[config.mk]
export PLATFORM = sky130hd
export DESIGN_NAME = emfp_printer
export DESIGN_NICKNAME = d
export VERILOG_FILES = /design/src/emfp_pkg.sv /design/src/emfp_printer.sv
export SDC_FILE = /design/constraint.sdc
export NUM_CORES = 1
export LEC_CHECK = 0
export ABC_AREA = 0
export BUFFER_PORTS_ARGS = -buffer_cell sky130_fd_sc_hd__buf_2
export CORE_MARGIN = 2
export CORE_UTILIZATION = 35
export CTS_BUF_LIST = sky130_fd_sc_hd__clkbuf_2 sky130_fd_sc_hd__clkbuf_4 sky130_fd_sc_hd__clkbuf_8
export CTS_CLUSTER_SIZE = 40
export DETAILED_ROUTE_END_ITERATION = 16
export GPL_TIMING_DRIVEN = 1
export REMOVE_ABC_BUFFERS = 1
export SLEW_MARGIN = 20
export SYNTH_ARGS = -nofsm -noshare
export SYNTH_HDL_FRONTEND = slang
export SYNTH_SLANG_ARGS = --single-unit
[constraint.sdc]
create_clock -name pclk -period 6.4 [get_ports pclk]
set_clock_uncertainty 0.15 [all_clocks]
set_input_delay 0.64 -clock pclk [delete_from_list [all_inputs] [get_ports pclk]]
set_output_delay 0.64 -clock pclk [all_outputs]
set_load 0.005 [all_outputs]
[src/emfp_pkg.sv]
package emfp_pkg;

  // ----------------------------------------------------------------
  // register map (byte addresses)
  // ----------------------------------------------------------------
  localparam logic [7:0] EMFP_XFER_LAST_IDX = 8'h07;  // transfer bytes sit at index 0..7
  localparam logic [7:0] EMFP_CTRL_ADDR = 8'h20;
  localparam logic [7:0] EMFP_STAT_ADDR = 8'h24;
  localparam logic [7:0] EMFP_MASK_ADDR = 8'h28;
  localparam logic [7:0] EMFP_INFO_ADDR = 8'h2C;

  // control and status field positions
  localparam int EMFP_CTRL_EN_BIT = 0;
  localparam int EMFP_EV_DONE_BIT = 0;
  localparam int EMFP_EV_REJ_BIT = 1;
  localparam int EMFP_BUSY_BIT = 8;
  localparam logic EMFP_CTRL_RESET = 1'b1;
  localparam logic [1:0] EMFP_MASK_RESET = 2'h0;

  // ----------------------------------------------------------------
  // frame fields
  // ----------------------------------------------------------------
  localparam logic [3:0] EMFP_JOB_NUMBER = 4'h4;
  localparam logic [11:0] EMFP_TEXT_FIRST = 12'hF01;    // 3841
  localparam logic [11:0] EMFP_TEXT_LAN = 12'hF06;      // 3846
  localparam logic [11:0] EMFP_TEXT_IO_FIRST = 12'hF0B; // 3851
  localparam logic [11:0] EMFP_TEXT_IO_LAST = 12'hF0D;  // 3853
  localparam logic [11:0] EMFP_TEXT_TIMEOUT = 12'hF0E;  // 3854
  localparam logic [11:0] EMFP_TEXT_LAST = 12'hF0F;     // 3855
  localparam logic [15:0] EMFP_GROUP_BASE = 16'h0F30;   // 3888
  localparam logic [15:0] EMFP_MODTYPE_BASE = 16'h0F20; // 3872

  // ----------------------------------------------------------------
  // printer link
  // ----------------------------------------------------------------
  localparam int EMFP_CLK_HZ = 100_000_000;
  localparam int EMFP_BAUD = 9600;
  localparam int EMFP_BIT_CYCLES = EMFP_CLK_HZ / EMFP_BAUD;  // rounds down
  localparam logic [7:0] EMFP_CR_CODE = 8'h0A;
  localparam logic [7:0] EMFP_LF_CODE = 8'h0D;
  localparam logic [7:0] EMFP_SPACE = 8'h20;
  localparam logic [7:0] EMFP_COMMA = 8'h2C;
  localparam logic [5:0] EMFP_TEXT_CHARS = 6'h10;
  localparam logic [5:0] EMFP_LINE_LAST = 6'h20;     // position of the end code
  localparam logic [3:0] EMFP_FRAME_BITS = 4'hA;     // start, 7 data, parity, stop

  typedef struct packed {
    logic [15:0] w1;  // job and text number
    logic [15:0] w2;
    logic [15:0] w3;
    logic [15:0] w4;
  } emfp_frame_t;

  typedef enum {EMFP_ST_IDLE, EMFP_ST_CHECK, EMFP_ST_SEND, EMFP_ST_DRAIN} emfp_state_t;

endpackage

[src/emfp_printer.sv]
// Register access over APB and the register offsets were left to the implementer.
`timescale 1ns/1ns
// Overview of operation
// each error frame is exactly four 16-bit words.
// word one: job number 4 in bits 15..12, text number below.
// job 4 texts are printed with no line feed.
// I/O errors use texts 3851-3853, I/O timeout uses 3854.
// texts 3841-3845 cover processor, interface, memory, firmware, battery faults.
// texts 3847-3850 and 3855 cover restart, power, stop, handling, unassigned.
// words two to four are decoded by the text number.
// I/O error: word2 word/bit, word3 group plus 3888, word4 program/error.
// timeout word2 is module type 3872 to 3876.
// timeout word3 is 255 or word number, word4 program/error.
// LAN error text 3846, slave, 41h or 42h, zero word.
// other errors: word2 word/bit, word3 zero, word4 program/error.
// look up text, print it with the parameter words inserted.
// printer link 9600 baud, 7 data bits, even parity, no handshake.
// carriage return code 0Ah, line feed code 0Dh.
// frame read only after all four words written, then memory refreshed.
// transfer memory is eight consecutive bytes at offsets 0 to 7.
// bad job number or unknown text: frame dropped, printer untouched.
module emfp_printer
  import emfp_pkg::*;
#(
  parameter int BIT_CYCLES = EMFP_BIT_CYCLES  // cycles per serial bit
)
(
  input wire logic pclk,            // system clock
  input wire logic presetn,         // async reset, active low
  input wire logic psel,            // apb select
  input wire logic penable,         // apb access phase
  input wire logic pwrite,          // apb direction
  input wire logic [7:0] paddr,     // apb byte address
  input wire logic [31:0] pwdata,   // apb write data
  output logic [31:0] prdata,       // apb read data
  output logic pready,              // apb ready
  output logic pslverr,             // apb error, unmapped address
  output logic irq,                 // level interrupt
  output logic txd                  // serial line to printer, idles high
);

  // ----------------------------------------------------------------
  // declarations
  // ----------------------------------------------------------------
  logic [7:0] xfer [8];
  logic [7:0] written;
  logic ctrl_en;
  logic [1:0] stat_ev;
  logic [1:0] irq_mask;
  logic [15:0] printed_cnt;
  emfp_frame_t frame;
  emfp_state_t state;
  logic [5:0] pos;
  logic tx_start;
  logic tx_busy;
  logic [9:0] tx_shift;
  logic [3:0] tx_left;
  logic [31:0] tx_cnt;
  logic ev_done;
  logic ev_rej;
  logic take_frame;
  logic apb_access;
  logic apb_wr;
  logic xfer_hit;
  logic [2:0] xfer_idx;
  logic mapped;
  logic [31:0] next_rdata;
  logic [7:0] cur_char;
  logic frame_ok;

  // ----------------------------------------------------------------
  // helpers
  // ----------------------------------------------------------------
  // ascii hex digit of a nibble
  function automatic logic [7:0] hex_char(input logic [3:0] n);
    if (n < 4'hA)
      hex_char = 8'h30 + {4'h0, n};
    else
      hex_char = 8'h37 + {4'h0, n};
  endfunction

  // stored texts, sixteen characters each; index is text number minus 3841
  function automatic logic [7:0] text_char(input logic [3:0] idx, input logic [3:0] p);
    logic [127:0] s;
    s = "CANNOT EVALUATE ";
    unique case (idx)
      4'h0: s = "CPU ERROR       ";
      4'h1: s = "CPU/IF ERROR    ";
      4'h2: s = "USER MEM ERROR  ";
      4'h3: s = "FW EPROM ERROR  ";
      4'h4: s = "BATTERY FAULT   ";
      4'h5: s = "LAN ERROR       ";
      4'h6: s = "WARM RESTART ERR";
      4'h7: s = "POWER OFF       ";
      4'h8: s = "STOP SWITCHED   ";
      4'h9: s = "HANDLING ERROR  ";
      4'hA: s = "I/O ERROR DIG IN";
      4'hB: s = "I/O ERROR DQ    ";
      4'hC: s = "I/O ERROR ANALOG";
      4'hD: s = "TIMEOUT         ";
      4'hE: s = "CANNOT EVALUATE ";
      4'hF: s = "CANNOT EVALUATE ";
    endcase
    text_char = s[{4'(4'hF - p), 3'h0} +: 8];
  endfunction

  // ----------------------------------------------------------------
  // apb decode
  // ----------------------------------------------------------------
  // one wait state: pready rises on the second access cycle
  assign apb_access = psel & penable & ~pready;
  assign apb_wr = psel & penable & pready & pwrite;
  assign xfer_hit = (paddr[7:2] <= EMFP_XFER_LAST_IDX[5:0]) && (paddr[1:0] == 2'h0);
  assign xfer_idx = paddr[4:2];
  assign mapped = xfer_hit || paddr == EMFP_CTRL_ADDR || paddr == EMFP_STAT_ADDR
    || paddr == EMFP_MASK_ADDR || paddr == EMFP_INFO_ADDR;

  // read mux, reserved bits read as zero
  always_comb
  begin
    next_rdata = 32'h0000_0000;
    if (xfer_hit)
      next_rdata = {24'h00_0000, xfer[xfer_idx]};
    else if (paddr == EMFP_CTRL_ADDR)
      next_rdata[EMFP_CTRL_EN_BIT] = ctrl_en;
    else if (paddr == EMFP_STAT_ADDR)
    begin
      next_rdata[1:0] = stat_ev;
      next_rdata[EMFP_BUSY_BIT] = (state != EMFP_ST_IDLE);
    end
    else if (paddr == EMFP_MASK_ADDR)
      next_rdata[1:0] = irq_mask;
    else if (paddr == EMFP_INFO_ADDR)
      next_rdata[15:0] = printed_cnt;
  end

  // bus answer registers
  always_ff @(posedge pclk or negedge presetn)
  begin
    if (!presetn)
    begin
      pready <= 1'b0;
      pslverr <= 1'b0;
      prdata <= 32'h0000_0000;
    end
    else
    begin
      pready <= apb_access;
      pslverr <= apb_access & ~mapped;
      if (apb_access && !pwrite)
        prdata <= next_rdata;
    end
  end

  // ----------------------------------------------------------------
  // transfer memory
  // ----------------------------------------------------------------
  // frame taken only once all eight bytes, four words, are written
  assign take_frame = (state == EMFP_ST_IDLE) && ctrl_en && (written == 8'hFF);

  // hardware refresh first, so a write in the same cycle still lands
  always_ff @(posedge pclk or negedge presetn)
  begin
    if (!presetn)
    begin
      for (int i = 0; i < 8; i++)
        xfer[i] <= 8'h00;
      written <= 8'h00;
    end
    else
    begin
      if (take_frame)
      begin
        // refresh with current data: echoed word one and print count
        xfer[0] <= xfer[0];
        xfer[1] <= xfer[1];
        xfer[2] <= printed_cnt[15:8];
        xfer[3] <= printed_cnt[7:0];
        xfer[4] <= 8'h00;
        xfer[5] <= 8'h00;
        xfer[6] <= 8'h00;
        xfer[7] <= 8'h00;
        written <= 8'h00;
      end
      if (apb_wr && xfer_hit)
      begin
        xfer[xfer_idx] <= pwdata[7:0];
        written[xfer_idx] <= 1'b1;
      end
    end
  end

  // frame latch, high byte of each word at the even offset
  always_ff @(posedge pclk or negedge presetn)
  begin
    if (!presetn)
      frame <= '0;
    else if (take_frame)
      frame <= {xfer[0], xfer[1], xfer[2], xfer[3], xfer[4], xfer[5], xfer[6], xfer[7]};
  end

  // ----------------------------------------------------------------
  // control, status, interrupt
  // ----------------------------------------------------------------
  always_ff @(posedge pclk or negedge presetn)
  begin
    if (!presetn)
    begin
      ctrl_en <= EMFP_CTRL_RESET;
      irq_mask <= EMFP_MASK_RESET;
    end
    else if (apb_wr)
    begin
      if (paddr == EMFP_CTRL_ADDR)
        ctrl_en <= pwdata[EMFP_CTRL_EN_BIT];
      if (paddr == EMFP_MASK_ADDR)
        irq_mask <= pwdata[1:0];
    end
  end

  // sticky events, write one to clear; a new event beats the clear
  always_ff @(posedge pclk or negedge presetn)
  begin
    if (!presetn)
      stat_ev <= 2'h0;
    else
    begin
      if (apb_wr && paddr == EMFP_STAT_ADDR)
        stat_ev <= stat_ev & ~pwdata[1:0];
      if (ev_done)
        stat_ev[EMFP_EV_DONE_BIT] <= 1'b1;
      if (ev_rej)
        stat_ev[EMFP_EV_REJ_BIT] <= 1'b1;
    end
  end

  // registered interrupt level
  always_ff @(posedge pclk or negedge presetn)
  begin
    if (!presetn)
      irq <= 1'b0;
    else
      irq <= |(stat_ev & irq_mask);
  end

  // ----------------------------------------------------------------
  // frame check and line sequencer
  // ----------------------------------------------------------------
  // job field must be 4 and the text must have a stored entry
  assign frame_ok = (frame.w1[15:12] == EMFP_JOB_NUMBER)
    && (frame.w1[11:0] >= EMFP_TEXT_FIRST)
    && (frame.w1[11:0] <= EMFP_TEXT_LAST);

  // character at the current line position
  always_comb
  begin
    logic [7:0] a;
    logic [7:0] b;
    logic [7:0] c;
    logic [15:0] t;
    logic [3:0] p;
    a = frame.w2[15:8];
    b = frame.w2[7:0];
    c = 8'h00;
    t = 16'h0000;
    p = pos[3:0];
    // parameter meaning follows the text number
    if (frame.w1[11:0] == EMFP_TEXT_TIMEOUT)
    begin
      t = frame.w2 - EMFP_MODTYPE_BASE;
      a = t[7:0];
      b = frame.w3[7:0];
    end
    else if (frame.w1[11:0] == EMFP_TEXT_LAN)
    begin
      a = frame.w2[15:8];
      b = frame.w2[7:0];
      c = frame.w3[7:0];
    end
    else if (frame.w1[11:0] >= EMFP_TEXT_IO_FIRST && frame.w1[11:0] <= EMFP_TEXT_IO_LAST)
    begin
      t = frame.w3 - EMFP_GROUP_BASE;
      c = t[7:0];
    end
    else
      c = frame.w3[7:0];
    cur_char = EMFP_SPACE;
    if (pos < EMFP_TEXT_CHARS)
      cur_char = text_char(4'(frame.w1[11:0] - EMFP_TEXT_FIRST), p);
    else if (pos == EMFP_LINE_LAST)
      cur_char = EMFP_CR_CODE;
    else
    begin
      unique case (p)
        4'h1: cur_char = hex_char(a[7:4]);
        4'h2: cur_char = hex_char(a[3:0]);
        4'h3: cur_char = EMFP_COMMA;
        4'h4: cur_char = hex_char(b[7:4]);
        4'h5: cur_char = hex_char(b[3:0]);
        4'h7: cur_char = hex_char(c[7:4]);
        4'h8: cur_char = hex_char(c[3:0]);
        4'hA: cur_char = hex_char(frame.w4[15:12]);
        4'hB: cur_char = hex_char(frame.w4[11:8]);
        4'hC: cur_char = EMFP_COMMA;
        4'hD: cur_char = hex_char(frame.w4[7:4]);
        4'hE: cur_char = hex_char(frame.w4[3:0]);
        default: cur_char = EMFP_SPACE;
      endcase
    end
  end

  // line sequencer: one character per idle transmitter
  always_ff @(posedge pclk or negedge presetn)
  begin
    if (!presetn)
    begin
      state <= EMFP_ST_IDLE;
      pos <= 6'h00;
      tx_start <= 1'b0;
      ev_done <= 1'b0;
      ev_rej <= 1'b0;
      printed_cnt <= 16'h0000;
    end
    else
    begin
      tx_start <= 1'b0;
      ev_done <= 1'b0;
      ev_rej <= 1'b0;
      unique case (state)
        EMFP_ST_IDLE:
          if (take_frame)
            state <= EMFP_ST_CHECK;
        EMFP_ST_CHECK:
          if (frame_ok)
          begin
            pos <= 6'h00;
            state <= EMFP_ST_SEND;
          end
          else
          begin
            ev_rej <= 1'b1;
            state <= EMFP_ST_IDLE;
          end
        EMFP_ST_SEND:
          if (tx_start)
            pos <= pos + 6'h01;  // advance only once the transmitter took this char
          else if (!tx_busy)
          begin
            tx_start <= 1'b1;
            if (pos == EMFP_LINE_LAST)
              state <= EMFP_ST_DRAIN;
          end
        EMFP_ST_DRAIN:
          if (!tx_busy && !tx_start)
          begin
            ev_done <= 1'b1;
            printed_cnt <= printed_cnt + 16'h0001;
            state <= EMFP_ST_IDLE;
          end
      endcase
    end
  end

  // ----------------------------------------------------------------
  // serial transmitter
  // ----------------------------------------------------------------
  // no busy input and no xon/xoff: the printer can never stall us
  always_ff @(posedge pclk or negedge presetn)
  begin
    if (!presetn)
    begin
      tx_busy <= 1'b0;
      tx_shift <= 10'h3FF;
      tx_left <= 4'h0;
      tx_cnt <= 32'h0000_0000;
      txd <= 1'b1;
    end
    else if (tx_start)
    begin
      // stop, even parity, seven data bits, start; lsb first
      tx_shift <= {1'b1, ^cur_char[6:0], cur_char[6:0], 1'b0};
      tx_left <= EMFP_FRAME_BITS;
      tx_cnt <= 32'h0000_0000;
      tx_busy <= 1'b1;
    end
    else if (tx_busy)
    begin
      if (tx_cnt == 32'h0000_0000)
      begin
        if (tx_left == 4'h0)
          tx_busy <= 1'b0;
        else
        begin
          txd <= tx_shift[0];
          tx_shift <= {1'b1, tx_shift[9:1]};
          tx_left <= tx_left - 4'h1;
          tx_cnt <= 32'(BIT_CYCLES - 1);
        end
      end
      else
        tx_cnt <= tx_cnt - 32'h0000_0001;
    end
    else
      txd <= 1'b1;
  end

endmodule // emfp_printer

==> results of run 1 <==
[per-stage QoR]
stage | instances | util | setup slack [ps]
floorplan | 1660 | - | 745
finish | 2340 | 0.388 | 1620
global placement | 2267 | 0.366 | 1770
global route | 2340 | 0.388 | 1180
detailed placement | 2267 | 0.366 | 1770
CTS | 2340 | 0.388 | 1750
[state kept, by name, indices dropped and copies added (netlist names), 2 cells and up, named ones only]
| signal | cells |
|---|---|
| stat_ev | 2 |
| pos | 6 |
| xfer | 48 |
| prdata | 16 |
| tx_left | 4 |
| tx_cnt | 32 |
| printed_cnt | 16 |
| irq_mask | 2 |
| frame | 56 |
| written | 8 |
| tx_shift | 9 |
[worst max path at each step]
stage / end / start / slack (ps) / cells past startpoint
6_report: tx_shift[8] / frame[50] / 1620 / 14
4_1_cts: tx_shift[8] / frame[50] / 1750 / 15
3_5_place_dp: tx_shift[8] / frame[50] / 1770 / 15
3_3_place_gp: tx_shift[8] / frame[50] / 1770 / 15
2_1_floorplan: tx_shift[8] / frame[48] / 740 / 17
5_1_grt: tx_shift[8] / frame[50] / 1180 / 15
[critical path, stage by stage, from the launching register on]
cell and delay, ps:
dfrtp_1 920, and3_1 340, nand3_1 510, buf_4 390
mux2i_1 170, ha_1 240, nand2_1 80, mux2i_1 120
o21ai_0 280, nand4_1 140, o31ai_1 340, o311a_1 310
xnor3_1 430, xnor2_1 140, a21oi_1 140
[layer usage]
| layer | up-vias | global-route usage |
|---|---|---|
| li1 | 6322 | - |
| met1 | 6573 | 0.292 |
| met2 | 488 | 0.320 |
| met3 | 109 | 0.0353 |
| met4 | 0 | 0.0907 |
| met5 | - | 0 |
[kinds of logic (layout without fill, tap and decap cells)]
family,Yosys count,after routing
AO/OA/AOI/OAI,452,452
XOR/XNOR,56,56
adder cells (fa/ha/maj),37,37
buffers and inverters,181,171
flip-flops,226,226
multiplexers,68,68
other,1,16
AND/OR/NAND/NOR,775,775
[cells in the final DEF (no fill, tap or decap), types with 19 or more instances in the layout]
cell type,synthesis,layout
a211oi_1,31,31
nor2b_1,19,19
a31oi_1,24,24
a21oi_1,114,114
buf_4,17,28
nor2_1,143,141
dfrtp_1,215,215
buf_2,15,39
nor3_1,39,39
nand2_1,395,395
nand3_1,39,39
o211ai_1,21,21
xor2_1,20,20
xnor2_1,35,35
mux2_2,32,32
ha_1,37,37
o21ai_0,122,122
inv_1,29,29
clkbuf_8,0,50
[where the power goes]
part	internal, mW	switching (mW)	total [mW]
sequential	1.44	0.00684	1.45
clock	0.914	0.626	1.54
combinational	0.0288	0.0690	0.0977
[final cells by class]
class,count,area (um^2),area share
multi-input combinational,1404,8430,0.519
sequential,226,5670,0.349
clock buffer,64,793,0.0488
tap,539,674,0.0415
timing repair buffer,69,430,0.0265
clock inverter,8,140,0.00862
inverter,30,113,0.00693
[timing repair]
item,in CTS,in global routing
hold endpoints to repair,91,0
hold buffers,1,0
buffers inserted,0,0
==> out/metrics.cfg, run 1 <==
[synthesis]
synth_cell_types=84
synthTopCellsByCount=nand2_1, dfrtp_1, nor2_1
synthSimpleGateAreaFrac=0.239
synth_area_leaders=dfrtp_1, nand2_1, o21ai_0
synth_warnings=0
synth_top_family_by_area=simple AND/OR/NAND/NOR gates
ys_seq_elements=226
synthAdderAreaFrac=0.0313
synth-edff-count=0
yosysTopAreaCell=dfrtp_1
syn_area_um2=14800
synth_xor_xnor_area_share=0.0341
synth_cells=1796
yosysSeqAreaShare=0.383
synth_flop_cell=dfrtp_1
synth.most_common_cell=nand2_1
synth_compound_area_frac=0.196
yosys-mux-area-fraction=0.0639
synth_top_area_frac=0.363
ys_async_sr_fraction=1.00
synth_area_per_cell_um2=8.24

[clock_network]
tritoncts.num_buffers=40
h-tree-depth=2
clk_path_buf_depth=3
cts_root_buf=clkbuf_8
cts_resized=0
worstSkewPairLatency_ps=580
clk_transition_reported_paths_ps=60
cts.sinks=226
cts_tree=built

[routing]
routed-wl-met3_um=2920
maxUsedRoutingLayer=met4
ant_nets=0
drt_iter0_drc=1264
firstDrtPassIters=6
drc=0
via_per_inst=5.77
wl_um=45900
detailroute.via_count=13500
met1_length_um=20700
wl_met2_um=20400
wl_per_cell_um=19.6

[sta]
hold_viol=0
maxSlewHeadroom=0.276
finalSetupViolCount=0
whs_ps=215
min_period_ps=4780
maxSlewViolCount=0
setup_tns_ps=0
max_freq_mhz=209
max_slew.worst_pin.slew_ps=1070
timing.final.crit_share=0.747
rsz0062_at_grt=no

[placement]
placed_area_um2=15300
io_buffer_count=40
place_congestion=0.982
hpwl_um=31800

[floorplanning]
dieArea_um2=44000
die_y_um=210
io_pins=81
fp.coreArea_um2=41900
start_util=0.354
fp-row-count=75
die_w_um=210

[critical_path]
crit-reg2reg-capture=tx_shift[8]
startpoint_type=flip-flop
worstReg2RegStart=frame[50]
critPathMaxFanout=26
reg2regPathDepth=14
path_class=flip-flop to flip-flop
end_kind=flip-flop
cp.required_ps=6730
critPathArrivalTime_ps=5110
r2r_slack_ps=1620

[global_routing]
grt-ovfl-total=0
grt_pass1_wl_um=73200
grt_use_total=0.209
antenna_found_initial=1
grt_pass1_vias=12800
grt_max_degree=94

[finish]
syn_to_final_growth_pct=9.75
nets=1853
fillers=4305
n_antenna_cell=0
drive_gt1_frac=0.127
final_cell_area_um2=16200

[worst_hold_path]
min_from=penable
whs_endpoint=pready
min_path_cells=3
hold_class=input port to flip-flop

[status]
status=finished, final reports clean

[power]
p_total_mw=3.08
powerDensity_nw_per_um2=190
p_leak_nw=7.07
ir_worst_vdd_mv=0.160

[job]
cap_violations=0

Power figures use the tool's default switching activity.
==> run 2, diff against run 1 <==
- clock period: 6.4 -> 4.85 ns (I/O delays scaled with it)
==> out/metrics.cfg, run 2 (same netlist as run 1, synthesis figures left out) <==
[global_routing]
grt_pass1_wl_um=73700  ; +0.73%
grt_pass1_vias=13000  ; +1.7%
grt_use_total=0.210  ; +0.000697
antenna_found_initial=0  ; -1
grt_max_degree=121  ; +29%
grt-ovfl-total=0  ; unchanged

[sta]
max_freq_mhz=225  ; +7.7%
min_period_ps=4440  ; -342 ps
setup_tns_ps=0  ; unchanged
finalSetupViolCount=0  ; unchanged
timing.final.crit_share=0.915  ; +0.168
maxSlewHeadroom=0.242  ; -0.0343
maxSlewViolCount=0  ; unchanged
rsz0062_at_grt=no
hold_viol=0  ; unchanged
max_slew.worst_pin.slew_ps=1120  ; +50.8 ps

[finish]
nets=1869  ; +0.86%
drive_gt1_frac=0.136  ; +0.00912
syn_to_final_growth_pct=10.5
top_regs=frame: 56 flops, xfer: 48 flops, tx_cnt: 32 flops
largest_reg_flops=56  ; unchanged
final_cell_area_um2=16400  ; +0.72%
layout_commonest_cell=nand2_1
top_register=frame
final_cell_mix=nand2_1, dfrtp_1, nor2_1
n_antenna_cell=0  ; unchanged

[power]
powerDensity_nw_per_um2=244  ; +29%
p_leak_nw=7.15  ; +1.2%
seqPwrFrac=0.478  ; +0.009
p_sw_frac=0.230  ; +0.00277
p_switching_mw=0.919  ; +31%
clkPwrFrac=0.489  ; -0.010
combPwrFrac=0.033  ; about the same
internal_power_mw=3.07  ; +29%
ir_worst_vdd_mv=0.226  ; +42%

[placement]
placed_area_um2=15400  ; +0.90%
io_buffer_count=40  ; unchanged
hpwl_um=32800  ; +2.9%
place_congestion=0.975  ; -0.71%

[routing]
drt_iter0_drc=1276  ; +0.95%
wl_um=46300  ; +0.88%
ant_nets=0  ; unchanged
via_per_inst=5.72  ; -0.71%
drc=0  ; unchanged
firstDrtPassIters=5  ; -1
detailroute.via_count=13500  ; +0.096%
wl_per_cell_um=19.6  ; about the same

[critical_path]
end_kind=flip-flop
cpPeakStageDelay_ps=560  ; -360 ps
startpoint_type=flip-flop
crit_start=frame[49]
path_class=flip-flop to flip-flop
r2r_slack_ps=410  ; -1210 ps
cp.required_ps=5170  ; -1560 ps
critPathArrivalTime_ps=4760  ; -350 ps
worstReg2RegStart=frame[49]
critPathMaxFanout=23  ; -12%
cpMaxStageDelayCell=o41ai_1
critPathMostFrequentCell=xnor2_1
critical_path.cell_chain=buf_4, ha_1, and3_1, nand3_1, mux2_2, inv_1, ha_1, nor2b_1, o32ai_1, nand2_1, nand3_1, o31ai_1, o41ai_1, o2111ai_1, xnor2_1, xnor2_1, xnor2_1, a21oi_1

[status]
status=finished, final reports clean

[floorplanning]
start_util=0.354  ; unchanged
io_pins=81  ; unchanged
die_y_um=210  ; unchanged
fp.coreArea_um2=41900  ; unchanged
fp-row-count=75  ; unchanged
dieArea_um2=44000  ; unchanged
die_w_um=210  ; unchanged

[clock_network]
h-tree-depth=2  ; unchanged
cts_resized=0  ; unchanged
cts_tree=built
clk_path_buf_depth=3  ; unchanged
cts_root_buf=clkbuf_8
post_cts_buffers=0  ; unchanged
cts.sinks=226  ; unchanged
clk_transition_reported_paths_ps=60  ; about the same
worstSkewPairLatency_ps=570  ; about the same
tritoncts.num_buffers=41  ; +2.5%

[worst_hold_path]
hold_class=input port to flip-flop
min_from=penable

[job]
cap_violations=0  ; unchanged

run 2: worst max-delay path: cells and delay by family (launching register included):
family | cells | cell delay (ps)
flip-flops | 1 | 340
XOR/XNOR | 3 | 560
buffers and inverters | 2 | 350
AO/OA/AOI/OAI | 5 | 1180
AND/OR/NAND/NOR | 5 | 840
multiplexers | 1 | 420
adder cells (fa/ha/maj) | 2 | 490
run 2: worst paths after layout:
path                          endpoint  depth (start not counted)
max in group asynchronous       pos[5]                          3
min reg2reg                 stat_ev[0]                          1
min in group asynchronous   prdata[15]                          2
max                        tx_shift[8]                         18
max reg2reg                tx_shift[8]                         18
min                             pready                          3
run 2: metal layers:
metal | up-vias | GRT usage | part of all wire
met5 | - | 0 | 0
li1 | 6363 | - | -
met2 | 490 | 0.335 | 0.46
met3 | 98 | 0.0310 | 0.059
met1 | 6554 | 0.290 | 0.44
met4 | 0 | 0.0770 | 0.033
run 2: cell type report:
type | instances | area, um^2
timing repair buffer | 84 | 568
tap | 539 | 674
sequential | 226 | 5670
multi-input combinational | 1404 | 8430
clock inverter | 7 | 45.0
clock buffer | 69 | 868
fill | 4308 | 25500
inverter | 30 | 113
run 2: per-stage QoR:
| step | util | power, mW | hold WS [ps] | instances | setup slack [ps] |
|---|---|---|---|---|---|
| final | 0.391 | 3.99 | 70.2 | 2359 | 410 |
| after global routing | 0.391 | 4.14 | 96.3 | 2359 | 59.0 |
| after CTS | 0.391 | 4.05 | 50.5 | 2359 | 560 |
| after detailed placement | 0.369 | 2.08 | 279 | 2282 | 570 |
| after global placement | 0.369 | 2.07 | 272 | 2282 | 656 |
| after floorplan | - | 1.98 | 39.4 | 1660 | -805 |
run 2: power groups by stage:
stage                     Clock [mW]  Combinational [mW]  Sequential [mW]
final                           1.95               0.131             1.91
after global routing            2.09               0.147             1.91
after CTS                       2.00               0.134             1.91
after detailed placement           0               0.133             1.94
after global placement             0               0.132             1.94
after floorplan                    0              0.0357             1.94
run 2: repair_timing:
item / in CTS / in global routing
endpoints found under the hold margin: 109 / 0
endpoints found under the setup margin: 0 / 0
hold buffers: 1 / 0
==> run 3, diff against run 2 <==
- CORE_UTILIZATION: 35 -> 55
- PLACE_DENSITY: unset -> 0.73
==> out/metrics.cfg, run 3 (same netlist as run 1, synthesis figures left out) <==
[status]
status=finished, final reports clean

[power]
combPwrFrac=0.034  ; about the same
seqPwrFrac=0.492  ; +0.014
p_total_mw=3.88  ; -2.9%
clkPwrFrac=0.474  ; -0.015
internal_power_mw=2.99  ; -2.6%
p_sw_frac=0.228  ; -0.00226
powerDensity_nw_per_um2=242  ; -0.97%
ir_worst_vdd_mv=0.227  ; +0.20%
p_leak_nw=7.11  ; -0.47%
p_switching_mw=0.884  ; -3.8%

[finish]
drive_gt1_frac=0.133  ; -0.00286
fin_cells=2155  ; -8.6%
post-route-util=0.601  ; +0.210
n_antenna_cell=0  ; unchanged
layout_commonest_cell=nand2_1
top_regs=frame: 56 flops, xfer: 48 flops, tx_cnt: 32 flops
top_register=frame
syn_to_final_growth_pct=8.43
final_cell_mix=nand2_1, dfrtp_1, nor2_1
nets=1870  ; +0.054%
largest_reg_flops=56  ; unchanged

[critical_path]
critical_path.cell_chain=nor4_2, nand3_1, buf_4, nand2_1, ha_1, nand2_1, a21oi_1, o32ai_1, nor3_1, o21ai_0, o31ai_1, o311a_1, xnor3_1, xnor2_1, a21oi_1
cpLargestDelayFamily=simple AND/OR/NAND/NOR gates
end_kind=flip-flop
cp.required_ps=5170  ; about the same
critPathArrivalTime_ps=4720  ; -40 ps
cp.buffers_inverters=1  ; -1
cpMaxStageDelayCell=nor4_2
startpoint_type=flip-flop
critPathMaxFanout=16  ; -30%
cpPeakStageDelay_ps=530  ; -30 ps
path_class=flip-flop to flip-flop

[global_routing]
antenna_found_initial=0  ; unchanged
grt-ovfl-total=0  ; unchanged
grt_max_degree=121  ; unchanged
grt_pass1_wl_um=72700  ; -1.4%
grt_use_total=0.324  ; +0.115
grt_pass1_vias=13200  ; +2.0%

[sta]
setup_tns_ps=0  ; unchanged
maxSlewHeadroom=0.369  ; +0.127
maxSlewViolCount=0  ; unchanged
hold_viol=0  ; unchanged
timing.final.crit_share=0.907  ; -0.00801
max_freq_mhz=227  ; +0.88%
rsz0062_at_grt=no
min_period_ps=4400  ; -38.9 ps
max_slew.worst_pin.slew_ps=945  ; -176 ps
finalSetupViolCount=0  ; unchanged

[job]
cap_violations=0  ; unchanged

[clock_network]
clk_path_buf_depth=3  ; unchanged
h-tree-depth=2  ; unchanged
cts_tree=built
cts_root_buf=clkbuf_8
cts.sinks=226  ; unchanged
clk_transition_reported_paths_ps=60  ; about the same
worstSkewPairLatency_ps=550  ; -20 ps
tritoncts.num_buffers=40  ; -2.4%

[routing]
wl_per_cell_um=21.1  ; +7.5%
wl_um=45500  ; -1.8%
drt_iter0_drc=1498  ; +17%
drc=0  ; unchanged
via_per_inst=6.34  ; +11%
ant_nets=0  ; unchanged
firstDrtPassIters=6  ; +1
detailroute.via_count=13700  ; +1.2%

[floorplanning]
die_y_um=168  ; -20%
start_util=0.554  ; +0.200
die_w_um=168  ; -20%
dieArea_um2=28200  ; -36%
fp-row-count=60  ; -20%
io_pins=81  ; unchanged
fp.coreArea_um2=26700  ; -36%

[placement]
place_congestion=0.966  ; -0.93%
hpwl_um=31900  ; -2.7%
dp.cells=2085  ; -8.6%
io_buffer_count=40  ; unchanged

[worst_hold_path]
hold_class=input port to flip-flop

run 3: cell types whose count changed in the layout (fill, tap and decap cells not counted), sizes merged:
cell    change
inv         -1
clkinv      +1
clkbuf      -9
bufinv      +1
buf         +2
run 3: area by class of cell:
cell class | instances | area, um^2
well taps | 341 | 427
clock buffers | 60 | 757
clock inverters | 8 | 80.1
flip-flops and latches | 226 | 5670
repair buffers | 86 | 578
inverters | 30 | 113
multi-input cells | 1404 | 8430
fillers | 2428 | 10700
run 3: stage by stage:
stage | setup slack (ps) | area (um^2) | hold WS, ps
after floorplan | -805 | 14200 | 39.4
after global placement | 626 | 15200 | 268
after detailed placement | 580 | 15200 | 279
after CTS | 551 | 16000 | 92.2
after global routing | 221 | 16100 | 116
final | 449 | 16100 | 106
run 3: worst paths after layout:
| kind | start | endpoint | slack, ps | cells after the start |
|---|---|---|---|---|
| worst max-delay path | frame[52] | tx_shift[8] | 450 | 15 |
| worst min-delay path | penable | pready | 110 | 3 |
| worst max register to register | frame[52] | tx_shift[8] | 450 | 15 |
| worst min register to register | ev_done | stat_ev[0] | 300 | 1 |
| max in group asynchronous | presetn | frame[32] | 3010 | 4 |
| min in group asynchronous | presetn | frame[51] | 240 | 2 |
run 3: what timing repair did:
item,4_1_cts,5_1_grt
hold endpoints to repair,113,0
buffers inserted,0,0
hold buffers,1,0
resized for setup,0,0
run 3: worst reg2reg max path, cell delays in order, from the launching register on:
cell,delay (ps)
dfrtp_1,400
nor4_2,530
nand3_1,480
buf_4,370
nand2_1,90
ha_1,160
nand2_1,70
a21oi_1,160
o32ai_1,80
nor3_1,260
o21ai_0,140
o31ai_1,420
o311a_1,310
xnor3_1,430
xnor2_1,130
a21oi_1,140
run 3: layer usage:
layer	vias up	GRT usage	share of wire
li1	6355	-	-
met1	6617	0.439	0.42
met2	584	0.522	0.47
met3	116	0.0505	0.074
met4	0	0.141	0.040
met5	-	0	0
run 3: power groups by stage:
stage	logic, mW	registers (mW)	clock network (mW)
4_1_cts	0.133	1.91	1.87
5_1_grt	0.150	1.91	1.95
3_5_place_dp	0.132	1.94	0
2_1_floorplan	0.0357	1.94	0
6_report	0.133	1.91	1.84
3_3_place_gp	0.130	1.94	0
